`src/core/ins_alarm_pkg.sv`:
```
// Package with constants, register map and types for the insulation alarm evaluator
package ins_alarm_pkg;
  // Clock and time base
  localparam int unsigned CLK_HZ          = 200_000_000;             // System clock rate
  localparam int unsigned TICK_S          = 1;                       // Delay tick period in seconds
  localparam int unsigned TICK_CYCLES     = CLK_HZ * TICK_S;         // Cycles per delay tick
  localparam int unsigned FLASH_S_DIV     = 2;                       // Flash phase toggles four times a second
  localparam int unsigned FLASH_CYCLES    = CLK_HZ / (2 * FLASH_S_DIV); // Half period of flash
  // Resistance values in ohms, 32 bits
  localparam logic [31:0] INS_THR_MIN     = 32'h0000_0028;           // 40 ohm lower limit
  localparam logic [31:0] INS_THR_MAX     = 32'h0007_A120;           // 500 kilohm upper limit
  localparam logic [31:0] INS_THR_RST     = 32'h0000_03E8;           // 1 kilohm default
  localparam logic [31:0] PRE_THR_MIN     = 32'h0000_03E8;           // 1 kilohm
  localparam logic [31:0] PRE_THR_MAX     = 32'h000F_4240;           // 1 megohm
  localparam logic [31:0] PRE_THR_OFF     = 32'hFFFF_FFFF;           // Disabled code
  localparam logic [31:0] DISC_THR_RST    = 32'h0FFF_FFFF;           // High resistance limit default
  // Delay range in seconds
  localparam int unsigned DELAY_MAX_MIN   = 120;                     // Longest delay in minutes
  localparam logic [15:0] DELAY_MAX_S     = 16'(DELAY_MAX_MIN * 60); // Longest delay in seconds
  localparam logic [15:0] DELAY_RST       = 16'h0000;                // Default delay
  // Hysteresis ratio 12/10
  localparam logic [3:0]  HYS_NUM         = 4'hC;
  localparam logic [3:0]  HYS_DEN         = 4'hA;
  // Register byte offsets
  localparam logic [11:0] REG_INS_THR     = 12'h000;
  localparam logic [11:0] REG_PRE_THR     = 12'h004;
  localparam logic [11:0] REG_DELAYS      = 12'h008;
  localparam logic [11:0] REG_CTRL        = 12'h00C;
  localparam logic [11:0] REG_STATUS      = 12'h010;
  localparam logic [11:0] REG_LAST_R      = 12'h014;
  localparam logic [11:0] REG_DISC_THR    = 12'h018;
  // Control field positions
  localparam int unsigned CTRL_ACK_EN     = 0;                       // Relays follow acknowledge
  localparam int unsigned CTRL_DISC_EN    = 1;                       // Disconnect check enable
  localparam int unsigned CTRL_ACK        = 2;                       // Write one acknowledges
  localparam int unsigned CTRL_CLR_TRANS  = 3;                       // Write one clears transient
  // Status field positions
  localparam int unsigned ST_PRE          = 0;
  localparam int unsigned ST_INS          = 1;
  localparam int unsigned ST_ACKED        = 2;
  localparam int unsigned ST_TRANS        = 3;
  localparam int unsigned ST_DISC         = 4;
  localparam int unsigned ST_PRODUCT      = 5;
  localparam int unsigned ST_STATE_LSB    = 8;
  // Alarm state encoding
  typedef enum logic [1:0] {
    ALM_IDLE,
    ALM_COUNT,
    ALM_ACTIVE
  } alm_state_type;
endpackage

```
`src/core/alarm_channel.sv`:
```
// One threshold channel with delay filter and hysteresis release
`timescale 1ns/10ps
module alarm_channel
  import ins_alarm_pkg::*;
(
  // Clock and reset
  input  wire logic                       pclk,
  input  wire logic                       presetn,
  // Inputs
  input  wire logic                       enable,
  input  wire logic                       sample_valid,
  input  wire logic [31:0]                sample_ohm,
  input  wire logic [31:0]                threshold,
  input  wire logic [15:0]                delay_s,
  input  wire logic                       tick,
  // Outputs
  output ins_alarm_pkg::alm_state_type    state,
  output logic                            rise_event
);
  import ins_alarm_pkg::*;

  alm_state_type state_q;         // Channel state
  logic [15:0]   count_q;         // Elapsed seconds in countdown
  logic          below;           // Sample under threshold
  logic          above_hys;       // Sample above release level

  // Release at 1.2 times threshold, compared without division
  function automatic logic over_hys(input logic [31:0] r, input logic [31:0] t);
    logic [35:0] lhs;
    logic [35:0] rhs;
    lhs = 36'(r) * 36'(HYS_DEN);
    rhs = 36'(t) * 36'(HYS_NUM);
    return lhs > rhs;
  endfunction

  assign below     = sample_ohm < threshold;
  assign above_hys = over_hys(sample_ohm, threshold);
  assign state     = state_q;

  // State and countdown
  always_ff @(posedge pclk or negedge presetn) begin
    if (!presetn) begin
      state_q    <= ALM_IDLE;
      count_q    <= 16'h0000;
      rise_event <= 1'b0;
    end else begin
      rise_event <= 1'b0;
      if (!enable) begin
        state_q <= ALM_IDLE;
        count_q <= 16'h0000;
      end else begin
        unique case (state_q)
          ALM_IDLE: begin
            if (sample_valid && below) begin
              count_q <= 16'h0000;
              if (delay_s == 16'h0000) begin
                state_q    <= ALM_ACTIVE;
                rise_event <= 1'b1;
              end else begin
                state_q <= ALM_COUNT;
              end
            end
          end
          ALM_COUNT: begin
            if (sample_valid && !below) begin
              state_q <= ALM_IDLE;
            end else if (tick) begin
              if (count_q + 16'h0001 >= delay_s) begin
                state_q    <= ALM_ACTIVE;
                rise_event <= 1'b1;
              end
              count_q <= count_q + 16'h0001;
            end
          end
          ALM_ACTIVE: begin
            if (sample_valid && above_hys) begin
              state_q <= ALM_IDLE;
            end
          end
        endcase
      end
    end
  end
endmodule

```
`src/core/ins_alarm_eval.sv`:
```
// Insulation alarm evaluator top with APB registers, indicators and relays
//
// Overview of operation
// - Below preventive threshold: preventive relay and lamp
// - Fault persisting past delay: insulation alarm state
// - Acknowledge releases both relays when enabled
// - Fault cleared returns to normal status
// - Unacknowledged alarm cleared records transient fault
// - Transient only: status on, alarm flashing
// - Preventive plus transient: preventive on, flash
// - Active fault lights insulation alarm lamp, status and preventive lamps off
// - Inhibition flashes status, alarm lamps off
// - Bus activity flashes communication lamp
// - Inoperative: product lamp only, others off
// - Threshold ranges and defaults enforced
// - Thresholds held in retained storage
// - Below threshold: alarm now or countdown
// - Release only above 1.2 times threshold
// - Faults shorter than delay suppressed
// - Preventive delay hidden when preventive disabled
// - High resistance flags disconnection when enabled
// - Adaptor link loss always detected
// - Disconnection raises product status alarm
//
// The APB slave port and the placing of the registers are this design's own decisions.
`timescale 1ns/10ps
module ins_alarm_eval
  import ins_alarm_pkg::*;
#(
  parameter int unsigned TICK_CYCLES_P  = TICK_CYCLES,   // Cycles per second tick
  parameter int unsigned FLASH_CYCLES_P = FLASH_CYCLES   // Half period of flashing lamps
)(
  // Clock and reset
  input  wire logic        pclk,
  input  wire logic        presetn,
  // APB slave
  input  wire logic        psel,
  input  wire logic        penable,
  input  wire logic        pwrite,
  input  wire logic [11:0] paddr,
  input  wire logic [31:0] pwdata,
  output logic      [31:0] prdata,
  output logic             pready,
  output logic             pslverr,
  // Measurement front end
  input  wire logic        sample_valid,
  input  wire logic [31:0] sample_ohm,
  // Pins from outside
  input  wire logic        ack_button,
  input  wire logic        inhibit_in,
  input  wire logic        adaptor_link_ok,
  input  wire logic        self_test_fail,
  input  wire logic        serial_busy,
  // Relays
  output logic             ins_relay,
  output logic             pre_relay,
  // Indicators
  output logic             led_product,
  output logic             led_comm,
  output logic             led_status,
  output logic             led_pre,
  output logic             led_ins
);
  import ins_alarm_pkg::*;

  initial begin
    if (TICK_CYCLES_P < 2 || FLASH_CYCLES_P < 2) begin
      $error("tick and flash counts must be at least 2");
    end
  end

  // Settings, retained storage modelled by flip-flops
  logic [31:0]   ins_thr_q;       // Insulation threshold
  logic [31:0]   pre_thr_q;       // Preventive threshold or disabled
  logic [31:0]   disc_thr_q;      // Disconnection resistance limit
  logic [15:0]   ins_delay_q;     // fault_delay_setting
  logic [15:0]   pre_delay_q;     // early_warning_delay_setting
  logic          ack_en_q;        // Relays follow acknowledge
  logic          disc_en_q;       // Disconnect check enable
  // Alarm state
  logic          acked_q;         // Insulation alarm acknowledged
  logic          trans_q;         // Transient fault recorded
  logic          disc_q;          // Injection disconnection flagged
  logic [31:0]   last_r_q;        // Last sample seen
  // Time base
  logic [31:0]   tick_cnt_q;      // Second tick counter
  logic          tick_q;          // One second pulse
  logic [31:0]   flash_cnt_q;     // Flash half period counter
  logic          flash_q;         // Flash phase
  // Pin synchronisers, three stages
  logic [2:0]    ack_s_q;
  logic [2:0]    inh_s_q;
  logic [2:0]    link_s_q;
  logic [2:0]    fail_s_q;
  logic [2:0]    busy_s_q;
  logic          ack_lvl_q;       // Filtered levels
  logic          inh_lvl_q;
  logic          link_lvl_q;
  logic          fail_lvl_q;
  logic          busy_lvl_q;
  logic          ack_pulse;       // Button press edge
  // Channel results
  alm_state_type ins_state;
  alm_state_type pre_state;
  logic          ins_rise;
  logic          pre_enabled;
  logic          ins_active;
  logic          pre_active;
  logic          inoperative;
  // Bus decode
  logic          wr_en;
  logic          rd_en;
  logic          addr_ok;
  logic          sw_ack;
  logic          sw_clr_trans;

  // Filter a synchronised level: change when stages two and three agree
  function automatic logic filt(input logic [2:0] s, input logic cur);
    return (s[1] == s[2]) ? s[2] : cur;
  endfunction

  // Range check for a threshold write
  function automatic logic in_range(input logic [31:0] v, input logic [31:0] lo, input logic [31:0] hi);
    return (v >= lo) && (v <= hi);
  endfunction

  assign pre_enabled  = pre_thr_q != PRE_THR_OFF;
  assign ins_active   = ins_state == ALM_ACTIVE;
  assign pre_active   = pre_state == ALM_ACTIVE;
  assign inoperative  = fail_lvl_q || disc_q;
  assign wr_en        = psel && penable && pwrite;
  assign rd_en        = psel && !penable && !pwrite;
  assign addr_ok      = (paddr[1:0] == 2'b00) && (paddr <= REG_DISC_THR);
  assign sw_ack       = wr_en && addr_ok && (paddr == REG_CTRL) && pwdata[CTRL_ACK];
  assign sw_clr_trans = wr_en && addr_ok && (paddr == REG_CTRL) && pwdata[CTRL_CLR_TRANS];
  assign ack_pulse    = (filt(ack_s_q, ack_lvl_q) && !ack_lvl_q) || sw_ack;

  // Insulation threshold channel
  alarm_channel u_ins (
    .pclk         (pclk),
    .presetn      (presetn),
    .enable       (!inh_lvl_q),
    .sample_valid (sample_valid),
    .sample_ohm   (sample_ohm),
    .threshold    (ins_thr_q),
    .delay_s      (ins_delay_q),
    .tick         (tick_q),
    .state        (ins_state),
    .rise_event   (ins_rise)
  );

  // Preventive threshold channel
  alarm_channel u_pre (
    .pclk         (pclk),
    .presetn      (presetn),
    .enable       (!inh_lvl_q && pre_enabled),
    .sample_valid (sample_valid),
    .sample_ohm   (sample_ohm),
    .threshold    (pre_thr_q),
    .delay_s      (pre_delay_q),
    .tick         (tick_q),
    .state        (pre_state),
    .rise_event   ()
  );

  // Pin synchronisers and filtered levels
  always_ff @(posedge pclk or negedge presetn) begin
    if (!presetn) begin
      ack_s_q    <= 3'h0;
      inh_s_q    <= 3'h0;
      link_s_q   <= 3'h7;
      fail_s_q   <= 3'h0;
      busy_s_q   <= 3'h0;
      ack_lvl_q  <= 1'b0;
      inh_lvl_q  <= 1'b0;
      link_lvl_q <= 1'b1;
      fail_lvl_q <= 1'b0;
      busy_lvl_q <= 1'b0;
    end else begin
      ack_s_q    <= {ack_s_q[1:0], ack_button};
      inh_s_q    <= {inh_s_q[1:0], inhibit_in};
      link_s_q   <= {link_s_q[1:0], adaptor_link_ok};
      fail_s_q   <= {fail_s_q[1:0], self_test_fail};
      busy_s_q   <= {busy_s_q[1:0], serial_busy};
      ack_lvl_q  <= filt(ack_s_q, ack_lvl_q);
      inh_lvl_q  <= filt(inh_s_q, inh_lvl_q);
      link_lvl_q <= filt(link_s_q, link_lvl_q);
      fail_lvl_q <= filt(fail_s_q, fail_lvl_q);
      busy_lvl_q <= filt(busy_s_q, busy_lvl_q);
    end
  end

  // One second tick
  always_ff @(posedge pclk or negedge presetn) begin
    if (!presetn) begin
      tick_cnt_q <= 32'h0000_0000;
      tick_q     <= 1'b0;
    end else if (tick_cnt_q == 32'(TICK_CYCLES_P - 1)) begin
      tick_cnt_q <= 32'h0000_0000;
      tick_q     <= 1'b1;
    end else begin
      tick_cnt_q <= tick_cnt_q + 32'h0000_0001;
      tick_q     <= 1'b0;
    end
  end

  // Flash phase for blinking lamps
  always_ff @(posedge pclk or negedge presetn) begin
    if (!presetn) begin
      flash_cnt_q <= 32'h0000_0000;
      flash_q     <= 1'b0;
    end else if (flash_cnt_q == 32'(FLASH_CYCLES_P - 1)) begin
      flash_cnt_q <= 32'h0000_0000;
      flash_q     <= !flash_q;
    end else begin
      flash_cnt_q <= flash_cnt_q + 32'h0000_0001;
    end
  end

  // Settings written over APB, out-of-range values ignored
  always_ff @(posedge pclk or negedge presetn) begin
    if (!presetn) begin
      ins_thr_q   <= INS_THR_RST;
      pre_thr_q   <= PRE_THR_OFF;
      disc_thr_q  <= DISC_THR_RST;
      ins_delay_q <= DELAY_RST;
      pre_delay_q <= DELAY_RST;
      ack_en_q    <= 1'b1;
      disc_en_q   <= 1'b0;
    end else if (wr_en && addr_ok) begin
      unique case (paddr)
        REG_INS_THR: begin
          if (in_range(pwdata, INS_THR_MIN, INS_THR_MAX)) begin
            ins_thr_q <= pwdata;
          end
        end
        REG_PRE_THR: begin
          if (in_range(pwdata, PRE_THR_MIN, PRE_THR_MAX) || pwdata == PRE_THR_OFF) begin
            pre_thr_q <= pwdata;
          end
        end
        REG_DELAYS: begin
          if (pwdata[15:0] <= DELAY_MAX_S) begin
            ins_delay_q <= pwdata[15:0];
          end
          if (pwdata[31:16] <= DELAY_MAX_S) begin
            pre_delay_q <= pwdata[31:16];
          end
        end
        REG_CTRL: begin
          ack_en_q  <= pwdata[CTRL_ACK_EN];
          disc_en_q <= pwdata[CTRL_DISC_EN];
        end
        REG_DISC_THR: begin
          disc_thr_q <= pwdata;
        end
        default: begin
          ack_en_q <= ack_en_q;                  // Read-only locations
        end
      endcase
    end
  end

  // Acknowledge and transient fault recording
  always_ff @(posedge pclk or negedge presetn) begin
    if (!presetn) begin
      acked_q <= 1'b0;
      trans_q <= 1'b0;
    end else begin
      if (ins_rise) begin
        acked_q <= 1'b0;
      end else if (ack_pulse && ins_active) begin
        acked_q <= 1'b1;
      end else if (!ins_active) begin
        acked_q <= 1'b0;
      end
      if (ins_active && !acked_q && sample_valid && sample_ohm >= ins_thr_q) begin
        trans_q <= 1'b1;
      end else if (sw_clr_trans || (ack_pulse && !ins_active)) begin
        trans_q <= 1'b0;
      end
    end
  end

  // Disconnection detection and last sample
  always_ff @(posedge pclk or negedge presetn) begin
    if (!presetn) begin
      disc_q   <= 1'b0;
      last_r_q <= 32'h0000_0000;
    end else begin
      if (sample_valid) begin
        last_r_q <= sample_ohm;
      end
      if (!link_lvl_q) begin
        disc_q <= 1'b1;
      end else if (disc_en_q && sample_valid && sample_ohm > disc_thr_q) begin
        disc_q <= 1'b1;
      end else if (sample_valid && (sample_ohm <= disc_thr_q || !disc_en_q)) begin
        disc_q <= 1'b0;
      end
    end
  end

  // Relays, released on acknowledge when enabled
  // Inhibit gates them at once, as the channels only go idle one edge later
  always_ff @(posedge pclk or negedge presetn) begin
    if (!presetn) begin
      ins_relay <= 1'b0;
      pre_relay <= 1'b0;
    end else begin
      ins_relay <= ins_active && !inh_lvl_q && !(ack_en_q && acked_q);
      pre_relay <= (pre_active || ins_active) && !inh_lvl_q && !(ack_en_q && acked_q);
    end
  end

  // Indicator lamps, highest priority first
  always_ff @(posedge pclk or negedge presetn) begin
    if (!presetn) begin
      led_product <= 1'b0;
      led_comm    <= 1'b0;
      led_status  <= 1'b0;
      led_pre     <= 1'b0;
      led_ins     <= 1'b0;
    end else begin
      led_comm <= busy_lvl_q && flash_q && !inoperative;
      if (inoperative) begin
        led_product <= 1'b1;
        led_status  <= 1'b0;
        led_pre     <= 1'b0;
        led_ins     <= 1'b0;
      end else if (inh_lvl_q) begin
        led_product <= 1'b0;
        led_status  <= flash_q;
        led_pre     <= 1'b0;
        led_ins     <= 1'b0;
      end else if (ins_active) begin
        led_product <= 1'b0;
        led_status  <= 1'b0;
        led_pre     <= 1'b0;
        led_ins     <= 1'b1;
      end else if (pre_active) begin
        led_product <= 1'b0;
        led_status  <= 1'b0;
        led_pre     <= 1'b1;
        led_ins     <= trans_q && flash_q;
      end else begin
        led_product <= 1'b0;
        led_status  <= 1'b1;
        led_pre     <= 1'b0;
        led_ins     <= trans_q && flash_q;
      end
    end
  end

  // APB read data and answer, zero wait states
  always_ff @(posedge pclk or negedge presetn) begin
    if (!presetn) begin
      prdata  <= 32'h0000_0000;
      pready  <= 1'b0;
      pslverr <= 1'b0;
    end else begin
      pready  <= psel && !penable;
      pslverr <= psel && !penable && !addr_ok;
      if (rd_en) begin
        unique case (paddr)
          REG_INS_THR:  prdata <= ins_thr_q;
          REG_PRE_THR:  prdata <= pre_thr_q;
          REG_DELAYS:   prdata <= {(pre_enabled ? pre_delay_q : 16'h0000), ins_delay_q};
          REG_CTRL:     prdata <= {30'h0000_0000, disc_en_q, ack_en_q};
          REG_STATUS:   prdata <= {22'h00_0000, ins_state, 2'h0, inoperative, disc_q,
                                   trans_q, acked_q, ins_active, pre_active};
          REG_LAST_R:   prdata <= last_r_q;
          REG_DISC_THR: prdata <= disc_thr_q;
          default:      prdata <= 32'h0000_0000;
        endcase
      end
    end
  end
endmodule

```
`config.mk`:
```
export PLATFORM = sky130hd
export DESIGN_NAME = ins_alarm_eval
export DESIGN_NICKNAME = d
export VERILOG_FILES = /design/src/core/ins_alarm_pkg.sv /design/src/core/alarm_channel.sv /design/src/core/ins_alarm_eval.sv
export SDC_FILE = /design/constraint.sdc
export NUM_CORES = 1
export LEC_CHECK = 0
export ABC_AREA = 1
export BUFFER_PORTS_ARGS = -buffer_cell sky130_fd_sc_hd__buf_2
export CAP_MARGIN = 30
export CORE_MARGIN = 10
export CORE_UTILIZATION = 55
export CTS_CLUSTER_DIAMETER = 40
export DETAILED_ROUTE_END_ITERATION = 6
export PLACE_DENSITY = 0.73
export SYNTH_ARGS = -nofsm -noshare
export SYNTH_HDL_FRONTEND = slang
export SYNTH_SLANG_ARGS = --single-unit
export TNS_END_PERCENT = 30
```
`constraint.sdc`:
```
create_clock -name pclk -period 5.3 [get_ports pclk]
set_clock_uncertainty 0.05 [all_clocks]
set_input_delay 0.53 -clock pclk [delete_from_list [all_inputs] [get_ports pclk]]
set_output_delay 0.53 -clock pclk [all_outputs]
set_load 0.01 [all_outputs]
```
==> run_results.csv <==
group,metric,value,unit
status,status,"complete, no violations",
synth,yosys.area.top_type,"dfrtp_1",
placement,dp_cells,3904,
placement,gp_congestion,0.9911,
global_route,grt_max_degree,138,
synth,synth_area,24740,um^2
clocking,clk_pin_slew,0.06,ns
setup_path,crit_top_cell,"nand2_1",
setup_path,cp_slowest_cell,"dfrtp_1",
pwr,power_density,270.6,nW/um^2
setup_path,critPathRequiredTime,5.78,ns
route,postRouteAntennaNets,0,
floorplanning,fp.dieH,232.1,um
clocking,cts_buffer_depth,3,
timing,hold_violations,0,
setup_path,cp-start-kind,"register",
finish,layout.nets,3787,
timing,maxSlewViolCount,0,
timing,grt_setup_unrepaired,"no",
placement,preCtsSetupSlack,-0.1817,ns
synth,synth-edff-count,0,
synth,async_flop_share,100.0,%
global_route,grt_pass1_vias,22840,
synth,yosys-top-cells-area,"dfrtp_1, ha_1, nand2_1",
route,wl,80890,um
setup_path,slowest_delay,0.46,ns
timing,slew_headroom,29.26,%
route,first_iter_violations,2003,
floorplanning,row_count,77,
placement,placed_area,26160,um^2
min_path,hold_depth,2,
clocking,clock_sinks,329,
floorplanning,coreArea,44320,um^2
clocking,cts_tree,"yes",
setup_path,crit_fanout,4,
synth,yosysSeqAreaShare,33.64,%
finish,insertedDiodeCount,0,
global_route,overflow,0,
job,maxCapViolations,0,
setup_path,path_class,"register to register",
synth,ys.flop_type,"dfrtp_1",
timing,timing.final.ws_setup,0.4860,ns
floorplanning,die_area,53860,um^2
clocking,numCtsBuffers,50,
timing,tightest_slew,1.053,ns
synth,synth_seq_cells,329,
min_path,hold_end,"pslverr",
route,drc,0,
route,routed_via_density,5.851,
setup_path,crit_arrival,5.30,ns
finish,drive_gt1_share,10.09,%
clocking,cts-root-buf,"clkbuf_16",
finish,syn_to_final_growth,13.58,%
global_route,grt_pass1_wl,125200,um
min_path,hp-start,"penable",
pwr,p_total,7603,uW
pwr,leakage,0.01354,uW
finish,layout.cells.non_filler,4003,
setup_path,reg2regPathDepth,29,
synth,synth_nets,3627,
synth,synth_top_area_share,26.10,%
timing,setup_viol,0,
floorplanning,pin_count,128,
finish,stdcell_area,28100,um^2
setup_path,setup.worst_path.end_class,"register",
synth,yosys_warnings,0,
setup_path,r2r_slack,0.49,ns
floorplanning,initial_utilization,55.82,%
synth,syn_inst,3210,
timing,post-route-period-util,90.83,%
setup_path,r2r-end,"u_ins.state[1]",
clocking,worstSkewPairLatency,0.61,ns
timing,fmax,0.2077,GHz
global_route,grt.total_usage,29.38,%
placement,io_buffers,127,
finish,utilization,63.40,%
synth,synth.avg_cell_area,7.707,um^2
floorplanning,chipWidth,232.1,um
route,detail_route.wl_per_cell,20.21,um
synth,yosysUniqueCellTypes,54,
clocking,cts_max_level,2,
pwr,vdd_drop_max,0.2823,mV
route,vias,23423,
timing,fin_crit,4.814,ns
min_path,hold_class,"primary input to register",
placement,dp_hpwl,63630,um
global_route,antenna_found_initial,1,
route,first_pass_iters,6,
setup_path,r2r-start,"ins_thr_q[1]",
what timing repair did:
action / in CTS / in global routing
buffers inserted: 0 / 0
resized for setup: 0 / 3
endpoints found under the setup margin: 0 / 2
hold buffers: 6 / 0
hold endpoints to repair: 14 / 0
cell families (layout without fill, tap and decap cells):
kind of cell             count (synthesis)  after routing  share of synthesized area (%)
adder cells (fa/ha/maj)                335            335                          16.98
AND/OR/NAND/NOR                       1220           1220                          21.14
AO/OA/AOI/OAI                          645            645                          14.89
XOR/XNOR                               141            141                          4.992
buffers and inverters                  539            740                          8.310
multiplexers                             1              1                        0.04552
flip-flops                             329            329                          33.64
cell type report:
class                      instances  area [um^2]
inverter                         478         1794
sequential                       329         8322
tap                              592        740.7
clock buffer                      55         1290
clock inverter                    38        583.1
timing repair buffer             169        992.2
multi-input combinational       2342        14380
fill                            3946        16220
state kept, by name, summed over array words and instances (netlist names), 16 cells and up:
signal         cells
u_pre.count_q     16
ins_thr_q         32
tick_cnt_q        32
u_ins.count_q     16
ins_delay_q       16
disc_thr_q        32
flash_cnt_q       32
pre_thr_q         32
prdata            32
pre_delay_q       16
last_r_q          32
worst max path at each step:
stage / from / to / slack, ns
after CTS: ins_thr_q[1] / u_ins.state[1] / 0.19
after floorplan: sample_ohm[1] / u_pre.state[0] / 1.01
after global routing: sample_ohm[3] / u_pre.state[0] / 0.02
after global placement: sample_ohm[3] / u_ins.state[0] / -0.05
after detailed placement: sample_ohm[3] / u_ins.state[0] / -0.18
final: ins_thr_q[1] / u_ins.state[1] / 0.49
per-stage QoR:
stage	hold WS (ns)	TNS, ns
floorplan	0.1844	0
global placement	0.2839	-0.09672
finish	0.07128	0
detailed placement	0.2975	-0.3628
global route	0.07451	0
CTS	0.05791	0
critical path, delay by kind of cell (launching register included):
kind                     cells  cell delay [ns]
AND/OR/NAND/NOR             17             1.42
AO/OA/AOI/OAI                6             1.28
adder cells (fa/ha/maj)      3             0.95
flip-flops                   1             0.46
buffers and inverters        2             0.36
XOR/XNOR                     1             0.22
cell usage in the layout (no fill, tap or decap), drive strengths merged, types with 12 or more instances in the layout:
master,instances
nand2,672
inv,491
ha,327
dfrtp,258
o21ai,255
nor2,218
a21oi,210
buf,163
nand3,107
xor2,92
nor3,81
nand4,73
dfstp,71
nor4,58
clkbuf,55
xnor2,49
o22ai,42
a31oi,20
o221ai,13
a22o,13
clkinv,13
o21a,12
cells in the mapped netlist (71+ instances only):
| cell type | instances |
|---|---|
| ha_1 | 327 |
| xor2_1 | 92 |
| nor3_1 | 79 |
| dfstp_2 | 71 |
| nand2_1 | 670 |
| nor2_1 | 217 |
| nand3_1 | 107 |
| o21ai_0 | 234 |
| dfrtp_1 | 258 |
| inv_1 | 474 |
| nand4_1 | 73 |
| a21oi_1 | 210 |
per-layer routing:
| metal | track usage [%] | up-vias | routed length, um |
|---|---|---|---|
| met2 | 50.42 | 974 | 39100 |
| met3 | 4.178 | 242 | 5336 |
| met5 | 0 | - | 9 |
| li1 | - | 11207 | - |
| met1 | 35.16 | 10998 | 32080 |
| met4 | 15.56 | 2 | 4367 |
where the power goes:
part	switching, uW	internal [uW]
sequential	45.2	2580
combinational	876	447
clock	1390	2270
No activity file was read; power rests on OpenSTA's default activity.
